--- config.mk ---
export PLATFORM = sky130hd
export DESIGN_NAME = serial_command_pointer_decoder
export DESIGN_NICKNAME = d
export VERILOG_FILES = /design/src/rtl/cmd_decoder_pkg.sv /design/src/rtl/serial_command_pointer_decoder.sv
export VERILOG_INCLUDE_DIRS = /design/src /design/src/rtl
export SDC_FILE = /design/constraint.sdc
export NUM_CORES = 1
export LEC_CHECK = 0
export BUFFER_PORTS_ARGS = -buffer_cell sky130_fd_sc_hd__buf_2
export CORE_MARGIN = 10
export CORE_UTILIZATION = 45
export DETAILED_ROUTE_END_ITERATION = 6
export PLACE_DENSITY = 0.85
export SLEW_MARGIN = 20
export SYNTH_ARGS = -nofsm -noshare
export SYNTH_HDL_FRONTEND = slang
export SYNTH_SLANG_ARGS = --single-unit
export TNS_END_PERCENT = 100
--- constraint.sdc ---
create_clock -name mclk -period 1.27 [get_ports mclk]
set_input_delay 0.254 -clock mclk [delete_from_list [all_inputs] [get_ports mclk]]
set_output_delay 0.254 -clock mclk [all_outputs]
set_load 0.03 [all_outputs]
--- src/rtl/cmd_decoder_params.svh ---
`ifndef CMD_DECODER_PARAMS_SVH
`define CMD_DECODER_PARAMS_SVH

// Command byte field layout
`define CMD_FLAG_BIT 7
`define CMD_TYPE_MSB 6
`define CMD_TYPE_LSB 5
`define CMD_ADD_MSB 4
`define CMD_ADD_LSB 0

// Transfer type codes
`define TYPE_REPEAT 2'h0
`define TYPE_AUTO 2'h1
`define TYPE_RESERVED 2'h2
`define TYPE_SPECIAL 2'h3

// Special function codes
`define SF_NOP 5'h00
`define SF_INT_CLEAR 5'h06

// Reset values
`define PTR_RESET 5'h00
`define CMD_RESET 8'h00

`endif

--- src/rtl/cmd_decoder_pkg.sv ---
package cmd_decoder_pkg;

  // Byte events from the serial front end, same clock domain
  typedef struct packed {
    logic wr_valid;
    logic first_byte;
    logic [7:0] wr_byte;
    logic rd_done;
  } bus_event_t;

  // Register write request toward the register bank
  typedef struct packed {
    logic stb;
    logic [4:0] addr;
    logic [7:0] data;
  } reg_write_t;

  typedef struct packed {
    logic [4:0] ptr;
    logic auto_inc;
    logic [7:0] cmd;
    reg_write_t wr;
    logic int_clr;
    logic int_pend;
  } decoder_state_t;

endpackage

--- src/rtl/serial_command_pointer_decoder.sv ---
`timescale 1ns/100ps
`include "cmd_decoder_params.svh"
// What this block does
// - Keep register target from latest repeat or auto-increment command byte for all later transfers.
// - Bits 6:5 pick repeat, auto-increment or special; 10 is reserved.
// - Repeat type returns the same register on every read byte.
// - Auto-increment type advances the pointer by one after each data byte.
// - Bits 4:0 are function code for special type, else register address.
// - Special code 00000 does nothing; only 00000 and 00110 are allowed.
// - Code 00110 clears the pending light interrupt and drops its indication.
// - Interrupt clear is a one-shot action leaving no state behind.
// - First byte after bus address is the command byte if bit 7 is set; other bytes are data.
// - Write byte with bit 7 clear is data at the held address.
// - Read without new command uses the address from the previous command.
// - Raised light interrupt stays asserted until the clear function arrives.
module serial_command_pointer_decoder (
  input wire logic mclk,
  input wire logic sys_rst,
  input wire cmd_decoder_pkg::bus_event_t bus_ev,
  input wire logic threshold_hit,
  output logic [4:0] reg_pointer,
  output logic [7:0] stored_cmd,
  output cmd_decoder_pkg::reg_write_t reg_wr,
  output logic int_clear,
  output logic light_int
);

  cmd_decoder_pkg::decoder_state_t st;
  cmd_decoder_pkg::decoder_state_t next_st;
  logic cmd_take;
  logic data_take;
  logic [1:0] cmd_type;
  logic [4:0] cmd_add;
  logic clr_take;

  function automatic logic [4:0] advance(input logic [4:0] ptr, input logic inc);
    advance = inc ? 5'(ptr + 5'h01) : ptr;
  endfunction

  assign cmd_take = bus_ev.wr_valid && bus_ev.first_byte && bus_ev.wr_byte[`CMD_FLAG_BIT];
  assign data_take = bus_ev.wr_valid && !cmd_take;
  assign cmd_type = bus_ev.wr_byte[`CMD_TYPE_MSB:`CMD_TYPE_LSB];
  assign cmd_add = bus_ev.wr_byte[`CMD_ADD_MSB:`CMD_ADD_LSB];
  assign clr_take = cmd_take && cmd_type == `TYPE_SPECIAL && cmd_add == `SF_INT_CLEAR;

  always_comb begin
    next_st = st;
    next_st.wr.stb = 1'b0;
    next_st.int_clr = 1'b0;
    if (cmd_take) begin
      next_st.cmd = bus_ev.wr_byte;
      case (cmd_type)
        `TYPE_REPEAT, `TYPE_AUTO: begin
          next_st.ptr = cmd_add;
          next_st.auto_inc = (cmd_type == `TYPE_AUTO);
        end
        `TYPE_SPECIAL: begin
          // Code in ADD field; pointer and type left alone
          if (cmd_add == `SF_INT_CLEAR) begin
            next_st.int_clr = 1'b1;
          end
        end
        default: begin
          next_st.int_clr = 1'b0;
        end
      endcase
    end else if (data_take) begin
      next_st.wr.stb = 1'b1;
      next_st.wr.addr = st.ptr;
      next_st.wr.data = bus_ev.wr_byte;
      next_st.ptr = advance(st.ptr, st.auto_inc);
    end else if (bus_ev.rd_done) begin
      next_st.ptr = advance(st.ptr, st.auto_inc);
    end
    // Clear first, so a threshold hit in the same cycle is not lost
    if (next_st.int_clr) begin
      next_st.int_pend = 1'b0;
    end
    if (threshold_hit) begin
      next_st.int_pend = 1'b1;
    end
  end

  always_ff @(posedge mclk) begin
    if (sys_rst) begin
      st <= '0;
      st.ptr <= `PTR_RESET;
      st.cmd <= `CMD_RESET;
    end else begin
      st <= next_st;
    end
  end

  assign reg_pointer = st.ptr;
  assign stored_cmd = st.cmd;
  assign reg_wr = st.wr;
  assign int_clear = st.int_clr;
  assign light_int = st.int_pend;

  a_ptr_load_cmd: assert property (@(posedge mclk) disable iff (sys_rst)
    cmd_take && (cmd_type == `TYPE_REPEAT || cmd_type == `TYPE_AUTO)
    |=> reg_pointer == $past(cmd_add) && stored_cmd == $past(bus_ev.wr_byte))
    else $error("pointer not loaded from command byte");

  a_ptr_repeat_hold: assert property (@(posedge mclk) disable iff (sys_rst)
    (bus_ev.rd_done || data_take) && !cmd_take && !st.auto_inc |=> $stable(reg_pointer))
    else $error("pointer moved in repeated byte mode");

  a_ptr_auto_step: assert property (@(posedge mclk) disable iff (sys_rst)
    (bus_ev.rd_done || data_take) && !cmd_take && st.auto_inc
    |=> reg_pointer == 5'($past(reg_pointer) + 5'h01))
    else $error("pointer did not advance by one");

  a_wr_at_ptr: assert property (@(posedge mclk) disable iff (sys_rst)
    data_take |=> reg_wr.stb && reg_wr.addr == $past(reg_pointer) && reg_wr.data == $past(bus_ev.wr_byte))
    else $error("data write not at held address");

  a_no_stray_wr: assert property (@(posedge mclk) disable iff (sys_rst)
    reg_wr.stb |-> $past(bus_ev.wr_valid) && !$past(cmd_take))
    else $error("write strobe without data byte");

  a_clr_cause: assert property (@(posedge mclk) disable iff (sys_rst)
    int_clear |-> $past(cmd_take) && $past(bus_ev.wr_byte) == {1'b1, `TYPE_SPECIAL, `SF_INT_CLEAR})
    else $error("interrupt clear without clear command");

  a_clr_one_shot: assert property (@(posedge mclk) disable iff (sys_rst)
    int_clear && !clr_take |=> !int_clear)
    else $error("interrupt clear held");

  a_clr_drops_int: assert property (@(posedge mclk) disable iff (sys_rst)
    int_clear && !$past(threshold_hit) |-> !light_int)
    else $error("interrupt still pending after clear");

  a_int_hold: assert property (@(posedge mclk) disable iff (sys_rst)
    $fell(light_int) |-> int_clear)
    else $error("interrupt dropped without clear");

  a_reserved_quiet: assert property (@(posedge mclk) disable iff (sys_rst)
    cmd_take && (cmd_type == `TYPE_RESERVED || (cmd_type == `TYPE_SPECIAL && cmd_add != `SF_INT_CLEAR))
    |=> !int_clear && $stable(reg_pointer) && !reg_wr.stb)
    else $error("reserved or no-op command had an effect");

  // Reset leaves an idle pointer in repeat mode with no strobes
  a_reset_idle: assert property (@(posedge mclk)
    sys_rst |=> reg_pointer == `PTR_RESET && stored_cmd == `CMD_RESET && !st.auto_inc
      && !reg_wr.stb && !int_clear && !light_int)
    else $error("state not idle after reset");

  // Command byte handling
  a_cmd_store: assert property (@(posedge mclk) disable iff (sys_rst)
    cmd_take |=> stored_cmd == $past(bus_ev.wr_byte))
    else $error("command byte not stored");

  a_cmd_keep: assert property (@(posedge mclk) disable iff (sys_rst)
    !cmd_take |=> $stable(stored_cmd))
    else $error("stored command changed without command byte");

  a_mode_select: assert property (@(posedge mclk) disable iff (sys_rst)
    cmd_take && (cmd_type == `TYPE_REPEAT || cmd_type == `TYPE_AUTO)
    |=> st.auto_inc == ($past(cmd_type) == `TYPE_AUTO))
    else $error("transfer type not taken from command");

  a_special_keep: assert property (@(posedge mclk) disable iff (sys_rst)
    cmd_take && cmd_type == `TYPE_SPECIAL |=> $stable(reg_pointer) && $stable(st.auto_inc))
    else $error("special function moved the pointer");

  a_reserved_keep: assert property (@(posedge mclk) disable iff (sys_rst)
    cmd_take && cmd_type == `TYPE_RESERVED |=> $stable(st.auto_inc) && !int_clear)
    else $error("reserved type changed the mode");

  a_cmd_no_wr: assert property (@(posedge mclk) disable iff (sys_rst)
    cmd_take |=> !reg_wr.stb)
    else $error("command byte written as data");

  // Data bytes and read bytes
  a_clear_msb_data: assert property (@(posedge mclk) disable iff (sys_rst)
    bus_ev.wr_valid && !bus_ev.wr_byte[`CMD_FLAG_BIT] |=> reg_wr.stb)
    else $error("byte with flag clear not written");

  a_later_byte_data: assert property (@(posedge mclk) disable iff (sys_rst)
    bus_ev.wr_valid && !bus_ev.first_byte |=> reg_wr.stb && !int_clear)
    else $error("later byte not treated as data");

  a_rd_wr_wins: assert property (@(posedge mclk) disable iff (sys_rst)
    bus_ev.rd_done && data_take |=> reg_wr.stb && reg_wr.addr == $past(reg_pointer))
    else $error("read event displaced a data write");

  a_stb_one_cycle: assert property (@(posedge mclk) disable iff (sys_rst)
    reg_wr.stb && !data_take |=> !reg_wr.stb)
    else $error("write strobe held");

  a_rd_quiet: assert property (@(posedge mclk) disable iff (sys_rst)
    bus_ev.rd_done && !bus_ev.wr_valid |=> !reg_wr.stb && !int_clear && $stable(stored_cmd))
    else $error("read byte caused a write or command");

  a_idle_quiet: assert property (@(posedge mclk) disable iff (sys_rst)
    !bus_ev.wr_valid && !bus_ev.rd_done
    |=> $stable(reg_pointer) && !reg_wr.stb && !int_clear)
    else $error("pointer or strobe moved while bus idle");

  a_wr_fields_hold: assert property (@(posedge mclk) disable iff (sys_rst)
    !data_take |=> $stable(reg_wr.addr) && $stable(reg_wr.data))
    else $error("write target changed without data byte");

  a_auto_wrap: assert property (@(posedge mclk) disable iff (sys_rst)
    data_take && st.auto_inc && reg_pointer == 5'h1F |=> reg_pointer == 5'h00)
    else $error("pointer did not wrap to zero");

  // Interrupt flag: set wins over a clear in the same cycle
  a_int_set_hit: assert property (@(posedge mclk) disable iff (sys_rst)
    threshold_hit |=> light_int)
    else $error("threshold hit did not raise interrupt");

  a_int_rise_cause: assert property (@(posedge mclk) disable iff (sys_rst)
    $rose(light_int) |-> $past(threshold_hit))
    else $error("interrupt raised without threshold hit");

  a_int_keep: assert property (@(posedge mclk) disable iff (sys_rst)
    light_int && !clr_take |=> light_int)
    else $error("interrupt released without clear command");

endmodule

==> reports/qor.txt <==
Die outline area: 0.00569 mm2
Initial Util: 0.461
Kind of launch point of the worst setup path: flop
GR Util All Layers: 0.127
Post-detailed-route wirelength per cell: 14.3 um
Type of the worst setup path: reg2out
Hold-fix buffers, CTS: 0
Number of flops mapped to enable cells by yosys: 0
I/O pin cnt: 43
Footprint of the multi-input gates: 551 um2
Num rows: 20
# Max-Cap Violations: 0
Non-filler cells, final: 241
Total clock sinks: 30
Detailed-routing iteration count for the pre-antenna-repair pass: 4
Main area contributors after synthesis: sky130_fd_sc_hd__dfxtp_1 43%, sky130_fd_sc_hd__buf_4 15%, sky130_fd_sc_hd__nand2_1 11%
Gate count of the mapped netlist: 170
Post-layout net count: 222
Top achievable clock speed: 807 MHz
Remaining Overflow, GRT: 0
First-pass GRT wire length: 5510 um
Arrival @ worst endpoint: 0.99 ns
Dominant synthesized flop cell: sky130_fd_sc_hd__dfxtp_1
Kind of path behind the tightest hold check: in2reg
Standby leakage power: 0.769 nW
Crit path time final: 1.24 ns
Count of input and output buffers: 42
Half-perimeter wire length of the detailed placement result: 2570 um
Number of fill cells: 287
Slack of the worst reg-to-reg path: 0.06 ns
Fin Clk Skew: 0.00763 ns
Post-synthesis share of cell area spent on and, or, nand and nor gates: 0.219
Height of the chip: 75.5 um
Total number of vias: 1202
Initial antenna violation count: 0
Most frequent cells after synthesis: 42 x sky130_fd_sc_hd__nand2_1, 30 x sky130_fd_sc_hd__dfxtp_1, 28 x sky130_fd_sc_hd__buf_4
Detail-routed via count per cell: 4.99
Period utilization: 0.976
Synthesized area per cell: 8.14 um2
Number of warnings reported in the yosys synthesis log: 0
Total length of routed wires: 3460 um
Maximum number of pins on one net before global-route repair: 21
CP Capture Type: output pin
Ant. Diodes: 0
Area of the core: 0.00300 mm2
Fin. Hold Viols: 0
Highest net fanout along the worst path: 4
FF+latch area: 604 um2
Worst path max stage delay: 0.34 ns
Share of synthesized flip-flops with an asynchronous set or reset: 0
Leading cell type by number of instances after synthesis: sky130_fd_sc_hd__nand2_1
Worst-Skew Late Latency: 0.33 ns
Share of the synthesized netlist area taken by xor and xnor gates: 0.0127
TritonCTS clock tree: built
Run status: completed
Worst Max-Slew Pin Slew: 0.459 ns
Multiplexer share of the synthesized area: 0.0145
Relative max-transition margin: 0.693
Clock H-tree levels: 2
Max rail drop VDD: 0.662 mV
Sequential area share after synthesis: 0.434
Clock Tree Root: sky130_fd_sc_hd__clkbuf_4
CTS Buffer Depth: 2
Initial DRC count: 65
Adder and majority gate portion of the synthesized area: 0.00904
Area growth from synthesis to final layout: 19.2%
Setup violations, final: 0
Hold path startpoint: threshold_hit
Clk pin slew, worst setup/hold paths: 0.10 ns
Family with the most delay on the worst path: flip-flops
Remaining antenna violation count: 0
Final number of max-transition violations: 0
Power density over the cells: 1150 mW/mm2
TritonCTS buffer count: 5
Synthesized-area fraction occupied by ao, oa, aoi and oai cells: 0.137
Worst hold-check slack: 0.149 ns
Start of the worst register-to-register path: st[24]
Number of distinct standard cells referenced by the synthesized netlist: 31
Layout cell share with drive strength beyond 1: 0.389
Master of the slowest instance on the critical path: sky130_fd_sc_hd__dfxtp_1
Die X-Extent: 75.5 um
Weighted congestion reported at the end of routability-driven placement: 0.861
Cell area after synthesis: 0.00138 mm2
Placed insts: 231
Worst setup startpoint: reg_pointer[3]
Sum of buffers and inverters on the critical path: 2
Synthesized Nets: 185
Worst-path cell chain: buf_4 -> clkbuf_4
Unrepaired setup endpoints after global routing: false
Number of global-route vias before repair: 1184
Share of the synthesized area in the top cell type: 0.434
Biggest area consumer among synthesized cells: sky130_fd_sc_hd__dfxtp_1
DRC viols: 0
Dominant combinational cell family by area after synthesis: simple AND/OR/NAND/NOR gates
CP required: 1.02 ns
Flops & latches, synth: 30
[routing by layer]
metal / track usage / up-vias / wire length [um]
li1: - / 615 / -
met1: 0.150 / 536 / 1560
met2: 0.188 / 46 / 1490
met3: 0.0612 / 5 / 339
met4: 0.0639 / 0 / 57
met5: 0 / - / 0
[area by class of cell]
type	count	share of cell area
Tap cell	33	0.0250
Multi-Input combinational cell	104	0.334
Inverter	2	0.00455
Sequential cell	30	0.366
Clock buffer	7	0.0334
Clock inverter	1	0.00303
Timing Repair Buffer	64	0.234
[timing repair]
item | in CTS | in global routing
resized for setup | 1 | 9
endpoints found under the setup margin | 2 | 7
pin swaps | 1 | 1
buffers inserted | 0 | 2
[state kept, by name, summed over array words and instances (netlist names)]
name	cells
light_int	1
st	1
reg_wr	14
int_clear	1
stored_cmd	8
reg_pointer	5
[worst register-to-register path: stages (launching register included)]
cell,delay [ns]
sky130_fd_sc_hd__dfxtp_1,0.35
sky130_fd_sc_hd__o21ai_1,0.11
sky130_fd_sc_hd__o21ai_2,0.18
sky130_fd_sc_hd__buf_4,0.14
sky130_fd_sc_hd__a21boi_0,0.20
sky130_fd_sc_hd__o22ai_1,0.11
[layout by cell type, fill, tap and decap left out, drive strengths merged]
| cell | instances |
|---|---|
| o21ai | 4 |
| clkinv | 1 |
| and2 | 2 |
| nor3 | 3 |
| nor3b | 1 |
| dfxtp | 30 |
| nand2b | 1 |
| a221oi | 1 |
| and3 | 1 |
| clkbuf | 10 |
| nor2 | 9 |
| ha | 1 |
| xnor2 | 1 |
| nand4bb | 1 |
| nor2b | 1 |
| a21boi | 1 |
| a211oi | 3 |
| nand4b | 1 |
| mux2i | 2 |
| inv | 2 |
| buf | 61 |
| o21a | 1 |
| xor2 | 1 |
| nand2 | 42 |
| o22ai | 1 |
| a21oi | 22 |
| or4 | 1 |
| nand3 | 3 |
[worst paths after layout]
path | end | depth (start not counted)
hold / removal | light_int | 3
hold reg to reg | reg_wr[10] | 2
setup reg to reg | reg_pointer[3] | 5
setup / recovery | reg_pointer[3] | 2
[power breakdown]
part	total, mW	internal (mW)	switching (mW)
combinational	0.306	0.115	0.191
sequential	0.994	0.976	0.0184
clock	0.596	0.268	0.328
total	1.90	1.36	0.538
[kinds of logic (layout without fill, tap and decap cells)]
group           after synthesis  count (layout)
compound gates               33              33
xor+xnor                      2               2
fa+ha+maj                     1               1
buf+inv                      36              74
flops                        30              30
mux                           2               2
simple gates                 66              66
[through the flow]
stage / area [um2] / util / TNS [ns] / power [mW] / setup slack, ns
6_report: 1650 / 0.549 / 0 / 1.90 / 0.0307
5_1_grt: 1650 / 0.549 / 0 / 1.98 / 0.000504
4_1_cts: 1620 / 0.538 / 0 / 1.91 / 0.00862
3_5_place_dp: 1550 / 0.517 / -0.249 / 1.31 / -0.111
3_3_place_gp: 1550 / 0.517 / -0.104 / 1.31 / -0.0484
2_1_floorplan: 1380 / - / 0 / 1.22 / 0.0642
(Power assumes the default switching activity.)
